[src/hw/rom_image_pkg.sv]
// Shared constants and types for the ROM image record decoder.
// Assumes a single pclk domain and 32-bit APB register access.
package rom_image_pkg;

  // ROM image geometry
  localparam int          ROM_AW    = 12;
  localparam logic [12:0] ROM_DEPTH = 13'h1000;

  // Register byte offsets
  localparam logic [7:0] REG_CTRL   = 8'h00;
  localparam logic [7:0] REG_STATUS = 8'h04;
  localparam logic [7:0] REG_ADDR   = 8'h08;
  localparam logic [7:0] REG_XLOG   = 8'h0c;

  // Control field positions
  localparam int CTRL_START  = 0;
  localparam int CTRL_FORMAT = 1;
  localparam int CTRL_FILL   = 2;
  localparam int CTRL_XVAL   = 3;
  localparam logic [2:0] CTRL_RESET = 3'h0;

  // Status and XLOG field positions
  localparam int STAT_BUSY    = 0;
  localparam int STAT_DONE    = 1;
  localparam int STAT_ERR     = 2;
  localparam int STAT_CAUSE   = 8;
  localparam int XLOG_ADDR    = 16;

  // Sticky error causes
  localparam int ERR_CKSUM = 0;
  localparam int ERR_BACK  = 1;
  localparam int ERR_CHAR  = 2;
  localparam int ERR_TYPE  = 3;
  localparam int ERR_RANGE = 4;
  localparam int ERR_OVER  = 5;
  localparam int ERR_W     = 6;

  // Character codes
  localparam logic [7:0] CH_REC   = 8'h53;
  localparam logic [7:0] CH_BEGIN = 8'h42;
  localparam logic [7:0] CH_ZERO  = 8'h4e;
  localparam logic [7:0] CH_ONE   = 8'h50;
  localparam logic [7:0] CH_DONT  = 8'h58;
  localparam logic [7:0] CH_END   = 8'h46;
  localparam logic [7:0] CH_REP   = 8'h2a;

  // Record type digits
  localparam logic [3:0] REC_HEADER = 4'h0;
  localparam logic [3:0] REC_DATA   = 4'h1;
  localparam logic [3:0] REC_EOF    = 4'h9;

  // Fill byte values
  localparam logic [7:0] FILL_ZERO = 8'h00;
  localparam logic [7:0] FILL_ONES = 8'hff;

  // Smallest legal byte count: two address bytes and a checksum
  localparam logic [7:0] MIN_COUNT = 8'h03;

  typedef struct packed {
    logic       valid;
    logic [7:0] data;
  } char_in_t;

  typedef struct packed {
    logic              we;
    logic [ROM_AW-1:0] addr;
    logic [7:0]        data;
  } rom_wr_t;

  typedef enum logic [3:0] {
    ST_IDLE, ST_HX_START, ST_HX_TYPE, ST_HX_BYTES, ST_HX_GAP,
    ST_FILL_END, ST_BN_WAIT, ST_BN_BITS, ST_BN_COUNT, ST_BN_REPEAT,
    ST_DONE
  } state_t;

  // Hex digit decode: bit 4 valid, bits 3:0 value
  function automatic logic [4:0] hex_value(input logic [7:0] c);
    if (c >= 8'h30 && c <= 8'h39)
      return {1'b1, 4'(c - 8'h30)};
    else if (c >= 8'h41 && c <= 8'h46)
      return {1'b1, 4'(c - 8'h37)};
    else if (c >= 8'h61 && c <= 8'h66)
      return {1'b1, 4'(c - 8'h57)};
    else
      return 5'h00;
  endfunction

endpackage

[src/hw/rom_image_record_decoder.sv]
// Decodes a character stream into ROM image writes, APB controlled.
// Assumes char_in is synchronous to pclk and the ROM takes one write
// per cycle with no back-pressure.
// Operation
// - Types 0 header, 1 data, 9 end
// - Data bytes written from record address upward
// - Running address checks record continuity
// - Skipped locations take configured fill byte
// - Locations below first address are filled
// - Fill byte defaults to zero
// - Word is start, eight bits, end mark
// - Characters between end and start ignored
// - Zero character stores 0, one stores 1
// - Don't-care bits resolved and reported
// - Repeat word copies previous word n times
// - Repeat count outside range flags error
// - Byte is high then low hex nibble
// - Checksum is complement of byte sum
`timescale 1ns/100ps
`default_nettype none
module rom_image_record_decoder
  import rom_image_pkg::*;
(
  input  wire logic        pclk,
  input  wire logic        presetn,
  input  wire logic        ce,
  input  wire logic        psel,
  input  wire logic        penable,
  input  wire logic        pwrite,
  input  wire logic [7:0]  paddr,
  input  wire logic [31:0] pwdata,
  output logic [31:0]      prdata,
  output logic             pready,
  output logic             pslverr,
  input  wire char_in_t    char_in,
  output logic             char_ready,
  output rom_wr_t          rom,
  output logic             done,
  output logic             error
);

  // Decoder state
  state_t            state;
  state_t            next_state;
  logic [12:0]       run;          // Running ROM address
  logic [12:0]       next_run;
  logic [15:0]       rec_addr;     // Address field of current record
  logic [15:0]       next_rec_addr;
  logic [7:0]        rec_left;     // Bytes left in record
  logic [7:0]        next_rec_left;
  logic [1:0]        byte_idx;     // Count, addr hi, addr lo, body
  logic [1:0]        next_byte_idx;
  logic              nib_low;      // Expecting the low nibble
  logic              next_nib_low;
  logic [3:0]        hi_nib;
  logic [3:0]        next_hi_nib;
  logic [3:0]        rec_type;
  logic [3:0]        next_rec_type;
  logic [7:0]        word;         // Bit word being shifted in
  logic [7:0]        next_word;
  logic [3:0]        bit_cnt;
  logic [3:0]        next_bit_cnt;
  logic [7:0]        xmask;        // Don't-care positions of word
  logic [7:0]        next_xmask;
  logic [7:0]        prev_word;    // Last stored bit word
  logic [7:0]        next_prev_word;
  logic [12:0]       rep_n;        // Repeat count
  logic [12:0]       next_rep_n;
  logic [19:0]       xlog;         // Address and mask of last X word
  logic [19:0]       next_xlog;
  logic [ERR_W-1:0]  err;          // Sticky error causes
  logic [ERR_W-1:0]  err_set;
  logic              wr_we;
  logic [7:0]        wr_data;

  // Control register bits
  logic              fmt_bits;     // 0 hex records, 1 bit words
  logic              fill_ones;
  logic              x_value;

  // Character decode
  logic              is_hex;
  logic [3:0]        nibble;
  logic              is_digit;
  logic              is_space;
  logic              sum_clear;
  logic              sum_add;
  logic              sum_match;

  // Datapath helpers
  wire logic         take      = char_in.valid && char_ready;
  wire logic [7:0]   ch        = char_in.data;
  wire logic [7:0]   full_byte = {hi_nib, nibble};
  wire logic [7:0]   fill_byte = fill_ones ? FILL_ONES : FILL_ZERO;
  wire logic [12:0]  run_inc   = 13'(run + 13'd1);
  wire logic [15:0]  new_addr  = {rec_addr[15:8], full_byte};
  wire logic [15:0]  run16     = {3'b000, run};
  wire logic         x_bit     = x_value;
  wire logic [16:0]  rep_mul   = 17'({4'h0, rep_n} * 17'd10 + 17'(nibble));

  // APB decode
  wire logic         setup     = psel && !penable;
  wire logic         wr_fire   = psel && penable && pwrite && pready;
  wire logic         hit_ctrl  = (paddr == REG_CTRL);
  wire logic         hit_stat  = (paddr == REG_STATUS);
  wire logic         hit_addr  = (paddr == REG_ADDR);
  wire logic         hit_xlog  = (paddr == REG_XLOG);
  wire logic         mapped    = hit_ctrl || hit_stat || hit_addr || hit_xlog;
  wire logic         start     = wr_fire && hit_ctrl && pwdata[CTRL_START];
  wire logic [ERR_W-1:0] err_clr =
    (wr_fire && hit_stat) ? pwdata[STAT_CAUSE +: ERR_W] : '0;
  wire logic         busy      = (state != ST_IDLE) && (state != ST_DONE);
  wire logic [31:0]  status_word = {18'h0, err, 5'h0, |err,
                                    state == ST_DONE, busy};
  wire logic [31:0]  rd_mux =
    hit_ctrl ? {28'h0, x_value, fill_ones, fmt_bits, 1'b0} :
    hit_stat ? status_word :
    hit_addr ? {19'h0, run} :
    hit_xlog ? {4'h0, xlog[19:8], 8'h0, xlog[7:0]} : 32'h0;
  wire logic         next_char_ready =
    (next_state == ST_HX_START) || (next_state == ST_HX_TYPE) ||
    (next_state == ST_HX_BYTES) || (next_state == ST_BN_WAIT) ||
    (next_state == ST_BN_BITS)  || (next_state == ST_BN_COUNT);

  char_classify u_class (
    .ch       (ch),
    .is_hex   (is_hex),
    .nibble   (nibble),
    .is_digit (is_digit),
    .is_space (is_space)
  );

  byte_sum u_sum (
    .pclk    (pclk),
    .presetn (presetn),
    .ce      (ce),
    .clear   (sum_clear),
    .add     (sum_add),
    .byte_in (full_byte),
    .match   (sum_match)
  );

  // Next-state and datapath decisions for both formats
  always_comb begin
    next_state     = state;
    next_run       = run;
    next_rec_addr  = rec_addr;
    next_rec_left  = rec_left;
    next_byte_idx  = byte_idx;
    next_nib_low   = nib_low;
    next_hi_nib    = hi_nib;
    next_rec_type  = rec_type;
    next_word      = word;
    next_bit_cnt   = bit_cnt;
    next_xmask     = xmask;
    next_prev_word = prev_word;
    next_rep_n     = rep_n;
    next_xlog      = xlog;
    err_set        = '0;
    wr_we          = 1'b0;
    wr_data        = fill_byte;
    sum_clear      = 1'b0;
    sum_add        = 1'b0;
    unique case (state)
      ST_IDLE, ST_DONE: begin
        // Wait for software to start a load
      end
      ST_HX_START: begin
        // Only the record start character opens a record
        if (take && ch == CH_REC) begin
          next_state = ST_HX_TYPE;
        end else if (take && !is_space) begin
          err_set[ERR_CHAR] = 1'b1;
        end
      end
      ST_HX_TYPE: begin
        // Header, data or end record; anything else is refused
        if (take) begin
          if (is_hex && (nibble == REC_HEADER || nibble == REC_DATA ||
                         nibble == REC_EOF)) begin
            next_rec_type = nibble;
            next_state    = ST_HX_BYTES;
            next_byte_idx = 2'd0;
            next_nib_low  = 1'b0;
            sum_clear     = 1'b1;
          end else begin
            err_set[ERR_TYPE] = 1'b1;
            next_state        = ST_HX_START;
          end
        end
      end
      ST_HX_BYTES: begin
        if (take && !is_hex) begin
          // Resynchronise on the next record start
          err_set[ERR_CHAR] = 1'b1;
          next_state        = ST_HX_START;
        end else if (take && !nib_low) begin
          next_hi_nib  = nibble;
          next_nib_low = 1'b1;
        end else if (take) begin
          next_nib_low = 1'b0;
          unique case (byte_idx)
            2'd0: begin
              // Byte count covers address, data and checksum
              sum_add       = 1'b1;
              next_rec_left = full_byte;
              next_byte_idx = 2'd1;
              if (full_byte < MIN_COUNT) begin
                err_set[ERR_TYPE] = 1'b1;
                next_state        = ST_HX_START;
              end
            end
            2'd1: begin
              sum_add       = 1'b1;
              next_rec_addr = {full_byte, 8'h00};
              next_rec_left = 8'(rec_left - 8'd1);
              next_byte_idx = 2'd2;
            end
            2'd2: begin
              sum_add       = 1'b1;
              next_rec_addr = new_addr;
              next_rec_left = 8'(rec_left - 8'd1);
              next_byte_idx = 2'd3;
              if (rec_type == REC_DATA) begin
                // Compare record start with running address
                if (new_addr < run16) begin
                  err_set[ERR_BACK] = 1'b1;
                  next_state        = ST_HX_START;
                end else if (new_addr >= {3'b000, ROM_DEPTH}) begin
                  err_set[ERR_OVER] = 1'b1;
                  next_state        = ST_HX_START;
                end else if (new_addr > run16) begin
                  next_state = ST_HX_GAP;
                end
              end
            end
            default: begin
              if (rec_left == 8'd1) begin
                // Checksum byte closes the record
                if (!sum_match)
                  err_set[ERR_CKSUM] = 1'b1;
                next_state = (rec_type == REC_EOF) ? ST_FILL_END
                                                   : ST_HX_START;
              end else begin
                sum_add       = 1'b1;
                next_rec_left = 8'(rec_left - 8'd1);
                if (rec_type == REC_DATA) begin
                  if (run == ROM_DEPTH) begin
                    err_set[ERR_OVER] = 1'b1;
                  end else begin
                    wr_we    = 1'b1;
                    wr_data  = full_byte;
                    next_run = run_inc;
                  end
                end
              end
            end
          endcase
        end
      end
      ST_HX_GAP: begin
        // Character input stalls while the gap is filled
        wr_we    = 1'b1;
        next_run = run_inc;
        if (run_inc == rec_addr[12:0])
          next_state = ST_HX_BYTES;
      end
      ST_FILL_END: begin
        // Rest of the ROM takes the fill byte after the end record
        if (run == ROM_DEPTH) begin
          next_state = ST_DONE;
        end else begin
          wr_we    = 1'b1;
          next_run = run_inc;
        end
      end
      ST_BN_WAIT: begin
        // Everything up to the start mark is dropped
        if (take && ch == CH_BEGIN) begin
          next_state   = ST_BN_BITS;
          next_bit_cnt = 4'd0;
          next_xmask   = 8'h00;
        end
      end
      ST_BN_BITS: begin
        if (take && bit_cnt == 4'd0 && ch == CH_REP) begin
          next_state = ST_BN_COUNT;
          next_rep_n = 13'd0;
        end else if (take && bit_cnt == 4'd8) begin
          if (ch == CH_END) begin
            // Word complete: store it and remember it
            wr_we          = 1'b1;
            wr_data        = word;
            next_prev_word = word;
            next_run       = run_inc;
            next_state     = (run_inc == ROM_DEPTH) ? ST_DONE
                                                    : ST_BN_WAIT;
            if (xmask != 8'h00)
              next_xlog = {run[11:0], xmask};
          end else begin
            err_set[ERR_CHAR] = 1'b1;
            next_state        = ST_BN_WAIT;
          end
        end else if (take) begin
          // Bits arrive most significant first
          next_bit_cnt = 4'(bit_cnt + 4'd1);
          if (ch == CH_ZERO) begin
            next_word = {word[6:0], 1'b0};
          end else if (ch == CH_ONE) begin
            next_word = {word[6:0], 1'b1};
          end else if (ch == CH_DONT) begin
            next_word = {word[6:0], x_bit};
            next_xmask = xmask | (8'h80 >> bit_cnt);
          end else begin
            err_set[ERR_CHAR] = 1'b1;
            next_state        = ST_BN_WAIT;
          end
        end
      end
      ST_BN_COUNT: begin
        if (take && is_digit) begin
          // Saturate so a huge count still reads as out of range
          next_rep_n = (rep_mul >= {4'h0, ROM_DEPTH}) ? ROM_DEPTH
                                                     : rep_mul[12:0];
        end else if (take && ch == CH_END) begin
          if (rep_n == 13'd0 || rep_n >= ROM_DEPTH) begin
            err_set[ERR_RANGE] = 1'b1;
            next_state         = ST_BN_WAIT;
          end else begin
            next_state = ST_BN_REPEAT;
          end
        end else if (take) begin
          err_set[ERR_CHAR] = 1'b1;
          next_state        = ST_BN_WAIT;
        end
      end
      ST_BN_REPEAT: begin
        // One copy of the previous word per cycle
        wr_we      = 1'b1;
        wr_data    = prev_word;
        next_run   = run_inc;
        next_rep_n = 13'(rep_n - 13'd1);
        if (run_inc == ROM_DEPTH) begin
          next_state = ST_DONE;
          if (rep_n != 13'd1)
            err_set[ERR_OVER] = 1'b1;
        end else if (rep_n == 13'd1) begin
          next_state = ST_BN_WAIT;
        end
      end
      default: next_state = ST_IDLE;
    endcase
    // A start restarts the load from address zero in either format
    if (start) begin
      next_run      = 13'd0;
      next_nib_low  = 1'b0;
      next_state    = pwdata[CTRL_FORMAT] ? ST_BN_WAIT : ST_HX_START;
      wr_we         = 1'b0;
    end
  end

  // Decoder registers
  always_ff @(posedge pclk or negedge presetn) begin
    if (!presetn) begin
      state     <= ST_IDLE;
      run       <= 13'd0;
      rec_addr  <= 16'h0000;
      rec_left  <= 8'h00;
      byte_idx  <= 2'd0;
      nib_low   <= 1'b0;
      hi_nib    <= 4'h0;
      rec_type  <= REC_HEADER;
      word      <= 8'h00;
      bit_cnt   <= 4'd0;
      xmask     <= 8'h00;
      prev_word <= FILL_ZERO;
      rep_n     <= 13'd0;
      xlog      <= 20'h00000;
    end else if (ce) begin
      state     <= next_state;
      run       <= next_run;
      rec_addr  <= next_rec_addr;
      rec_left  <= next_rec_left;
      byte_idx  <= next_byte_idx;
      nib_low   <= next_nib_low;
      hi_nib    <= next_hi_nib;
      rec_type  <= next_rec_type;
      word      <= next_word;
      bit_cnt   <= next_bit_cnt;
      xmask     <= next_xmask;
      prev_word <= next_prev_word;
      rep_n     <= next_rep_n;
      xlog      <= next_xlog;
    end
  end

  // Error causes: a new error beats a clear in the same cycle
  always_ff @(posedge pclk or negedge presetn) begin
    if (!presetn)
      err <= '0;
    else if (ce)
      err <= (err & ~err_clr) | err_set;
  end

  // Control register; fill defaults to zero
  always_ff @(posedge pclk or negedge presetn) begin
    if (!presetn) begin
      {x_value, fill_ones, fmt_bits} <= CTRL_RESET;
    end else if (ce && wr_fire && hit_ctrl) begin
      fmt_bits  <= pwdata[CTRL_FORMAT];
      fill_ones <= pwdata[CTRL_FILL];
      x_value   <= pwdata[CTRL_XVAL];
    end
  end

  // Registered outputs toward ROM, source and status pins
  always_ff @(posedge pclk or negedge presetn) begin
    if (!presetn) begin
      rom        <= '0;
      char_ready <= 1'b0;
      done       <= 1'b0;
      error      <= 1'b0;
    end else if (ce) begin
      rom        <= '{we: wr_we, addr: run[ROM_AW-1:0], data: wr_data};
      char_ready <= next_char_ready;
      done       <= (next_state == ST_DONE);
      error      <= |((err & ~err_clr) | err_set);
    end
  end

  // APB answer: data latched in setup, ready for one access cycle
  always_ff @(posedge pclk or negedge presetn) begin
    if (!presetn) begin
      pready  <= 1'b0;
      pslverr <= 1'b0;
      prdata  <= 32'h0;
    end else if (ce) begin
      pready  <= setup;
      pslverr <= setup && !mapped;
      prdata  <= setup ? rd_mux : 32'h0;
    end
  end

endmodule // rom_image_record_decoder
`default_nettype wire

[src/hw/char_classify.sv]
// Character class decoder for the record decoder.
// Purely combinational; the caller qualifies with its own strobe.
`timescale 1ns/100ps
`default_nettype none
module char_classify
  import rom_image_pkg::*;
(
  input  wire logic [7:0] ch,
  output logic            is_hex,
  output logic [3:0]      nibble,
  output logic            is_digit,
  output logic            is_space
);
  logic [4:0] hv;   // Valid flag and value

  assign hv       = hex_value(ch);
  assign is_hex   = hv[4];
  assign nibble   = hv[3:0];
  // Decimal digits only, for repeat counts
  assign is_digit = (ch >= 8'h30) && (ch <= 8'h39);
  // Line breaks and blanks between records are harmless
  assign is_space = (ch == 8'h20) || (ch == 8'h0d) || (ch == 8'h0a);
endmodule // char_classify
`default_nettype wire

[src/hw/byte_sum.sv]
// Eight-bit running sum of record bytes with complement compare.
// Clocked on pclk, frozen by ce like the rest of the decoder.
`timescale 1ns/100ps
`default_nettype none
module byte_sum (
  input  wire logic       pclk,
  input  wire logic       presetn,
  input  wire logic       ce,
  input  wire logic       clear,
  input  wire logic       add,
  input  wire logic [7:0] byte_in,
  output logic            match
);
  logic [7:0] sum;   // Sum of count, address and data bytes

  // Clear has priority: a record starts from zero
  always_ff @(posedge pclk or negedge presetn) begin
    if (!presetn)
      sum <= 8'h00;
    else if (ce && clear)
      sum <= 8'h00;
    else if (ce && add)
      sum <= 8'(sum + byte_in);
  end

  // Checksum byte must equal the ones' complement of the sum
  assign match = (~sum == byte_in);
endmodule // byte_sum
`default_nettype wire

[config.mk]
export PLATFORM = sky130hd
export DESIGN_NAME = rom_image_record_decoder
export DESIGN_NICKNAME = d
export VERILOG_FILES = /design/src/hw/rom_image_pkg.sv /design/src/hw/rom_image_record_decoder.sv /design/src/hw/char_classify.sv /design/src/hw/byte_sum.sv
export SDC_FILE = /design/constraint.sdc
export NUM_CORES = 1
export LEC_CHECK = 0
export ABC_AREA = 1
export CAP_MARGIN = 20
export CORE_MARGIN = 8
export CORE_UTILIZATION = 34
export CTS_CLUSTER_DIAMETER = 100
export DETAILED_ROUTE_END_ITERATION = 8
export DONT_BUFFER_PORTS = 1
export GPL_ROUTABILITY_DRIVEN = 0
export RECOVER_POWER = 50
export SYNTH_ARGS = -nofsm -noshare
export SYNTH_HDL_FRONTEND = slang
export SYNTH_HIERARCHICAL = 1
export SYNTH_SLANG_ARGS = --single-unit
export TNS_END_PERCENT = 30
[constraint.sdc]
create_clock -name pclk -period 6.95 [get_ports pclk]
set_input_delay 0.695 -clock pclk [delete_from_list [all_inputs] [get_ports pclk]]
set_output_delay 0.695 -clock pclk [all_outputs]
set_load 0.005 [all_outputs]
==> impl_metrics.toml <==
[timing]
grt_setup_unrepaired = "no"
setup_slack_ns = 2.39
fin_tns_setup_ns = 0
hold_viol_final = 0
worst_slew_pin_slew_ns = 4.64
finalCritPeriodShare_pct = 65.6
final-setup-viol-count = 0
max_freq_ghz = 0.219
maxSlewViolCount = 251
holdWs_ns = 0.371
worst_clock_skew_ns = 0.0181
post-route-min-period_ns = 4.56
slew_headroom_pct = -209

[power]
power_density_nw_per_um2 = 295
p_seq_share_pct = 36.5
p_switching_w = 0.00165
power_leakage_nw = 6.15
p_int_w = 0.00218
clock_power_share_pct = 26.6
swShare_pct = 43.0
peakVddDrop_mv = 0.134
combPwrFrac_pct = 36.9

[global_routing]
grt_first_pass_wirelength_um = 55600
antenna_found_initial = 1
grt_max_degree = 183
grt_pass1_vias = 10500
grt.overflow.total = 0
grt_usage_pct = 16.5

[worst_setup_path]
crit_chain = "clkbuf_2"
critPathBufInv = 1
crit_family = "buffers and inverters"
crit_arrival_ns = 4.02
rr_endpoint = "rep_n[8]$_DFFE_PN0P_"
cp.required_ns = 6.42
r2r_cells = 15
ff2ff_setup_slack_ns = 3.75
crit_path_start_kind = "primary input"
crit_type = "in2async"
cp-end-kind = "async pin"
cpMaxStageDelayCell = "clkbuf_2"
crit_fanout = 182
cpPeakStageDelay_ns = 3.03
r2r_start = "rep_n[1]$_DFFE_PN0P_"

[logic_synthesis]
yosys-top-cells-area = "dfrtp_1 38%, nand2_1 11%, ha_1 7.3%"
synth_top_cell_by_area = "dfrtp_1"
synth-seq-cells = 182
synth_cells = 1570
syn_area_per_cell_sq_um = 7.57
syn_area_sq_um = 11900
seq_area_frac_synth_pct = 38.3
netlist_top_cells_count = "353 x nand2_1, 188 x inv_1, 182 x dfrtp_1, 145 x nor2_1, 126 x o21ai_0"
ys_warn_count = 6
synth_edf_count = 0
synthMostInstantiatedCell = "nand2_1"
ys.flop_type = "dfrtp_1"
ys_types = 63
async_flop_share_pct = 100
yosysTopAreaCellShare_pct = 38.3

[cells_and_area]
drive_above_1_share_pct = 6.74
synthToLayoutAreaGrowth_pct = 9.02
stdcell_count = 2029
fill_cells = 3607
final_nets = 1687

[status]
violations = "capacitance limit, slew limit"
status = "complete, but fails checks"

[placement]
io_buffers = 0
numPlacedInstances = 1995
place_ws_ns = 2.59
dp_hpwl_um = 25200

[detailed_routing]
vias_per_cell = 5.31
drt_iter0_markers = 883
drt_wl_total_um = 34400
wl_per_cell_um = 16.9
drc_errors = 0
vias = 10800
dr.pass1.iters = 5
antenna_left = 0

[die]
ioPinCount = 113
die_h_um = 203
coreArea_sq_um = 34500
initial_core_util_pct = 34.5
fp-row-count = 68
die_w_um = 203
fp.dieArea_sq_um = 41200

[clock_tree]
clkSlewWorstSetupHoldPaths_ns = 0.08
cts_num_sinks = 182
cts-buffers-inserted = 17
cts_setup_buffers = 0
htree_num_levels = 4
cts_hold_buf = 1
cts-root-buf = "clkbuf_16"
clk_path_buf_depth = 2
cts_tree = "built"
clk_latency_ns = 0.45
post_cts_resized = 0

[min_path]
hold_path_depth = 1
min_path_type = "in2reg"
min_to = "err[4]$_DFFE_PN0P_"
hold_start = "ce"

[run]
max_cap_violations = 2
[power groups by stage]
stage	clock network (W)	logic, W	registers, W
floorplan	0	0.00110	0.00135
global placement	0	0.00135	0.00141
detailed placement	0	0.00138	0.00142
CTS	0.00103	0.00141	0.00140
global route	0.00108	0.00161	0.00142
finish	0.00102	0.00141	0.00140
[metal layers]
| metal | track usage [%] | up-vias | wire length (um) |
|---|---|---|---|
| met1 | 21.7 | 5171 | 15500 |
| met2 | 26.5 | 313 | 15900 |
| li1 | - | 5242 | - |
| met3 | 3.33 | 57 | 2140 |
| met4 | 6.37 | 0 | 835 |
| met5 | 0 | - | 0 |
[registers in the layout, summed over array words and instances, names as in the netlist, 2 cells and up]
signal and flops:
rep_n 13, prev_word 8, bit_cnt 4, rec_addr 16
run 13, byte_idx 2, xlog 20, prdata 26
state 4, xmask 8, rom 21, u_sum/sum 8
err 6, rec_type 4, rec_left 8, hi_nib 4
word 8
[cells by family after synthesis]
group,share of synthesized area [%]
AO/OA/AOI/OAI,16.6
XOR/XNOR,2.45
adder cells (fa/ha/maj),7.77
buffers and inverters,8.23
flip-flops,38.3
multiplexers,0.0947
other,0.0315
AND/OR/NAND/NOR,26.5
[how the worst max path moves through the flow]
stage                     slack [ns]  depth (start not counted)  startpoint                  endpoint
final                           2.39                          1     presetn   rec_left[3]$_DFFE_PN0P_
after CTS                       3.06                         21  char_in[1]      rep_n[8]$_DFFE_PN0P_
after detailed placement        2.59                         21  char_in[1]      rep_n[8]$_DFFE_PN0P_
after global placement          2.68                         34  char_in[1]    char_ready$_DFFE_PN0P_
after global routing            1.50                          1     presetn  rec_addr[13]$_DFFE_PN0P_
after floorplan                 3.63                         19  char_in[0]      rep_n[0]$_DFFE_PN0P_
[per-stage QoR]
| stage | util [%] | power (W) | area, sq um |
|---|---|---|---|
| floorplan | - | 0.00244 | 11900 |
| CTS | 37.7 | 0.00384 | 13000 |
| global route | 37.6 | 0.00411 | 13000 |
| global placement | 35.8 | 0.00276 | 12300 |
| detailed placement | 35.8 | 0.00280 | 12300 |
| finish | 37.6 | 0.00383 | 13000 |
[final cells by class]
type	count	area, sq um	share of cell area, %
tap	455	569	4.39
clock buffer	17	425	3.28
clock inverter	15	194	1.50
sequential	182	4550	35.1
antenna	1	2.50	0.0193
multi-input combinational	1144	6380	49.2
inverter	207	779	6.01
timing repair buffer	8	53.8	0.415
[layout by cell type (no fill, tap or decap), types with 5 or more instances in the layout]
cell,n
nor2_1,145
clkinv_8,5
nand4_1,30
dfrtp_1,182
nand3_2,6
nand3_1,96
o21ai_1,8
inv_1,188
a21oi_1,77
a22o_1,11
nor4_1,8
nand2_2,14
clkbuf_16,17
xor2_1,18
ha_1,69
nor2_4,5
xnor2_1,9
nand3b_1,7
conb_1,6
a31oi_1,14
nor3_1,13
inv_2,14
o22ai_1,18
a32o_1,15
o211ai_1,7
a221oi_1,9
o21ai_0,126
nand2_1,353
buf_4,6
nor2_2,9
o31ai_1,24
Power figures use the tool's default switching activity.
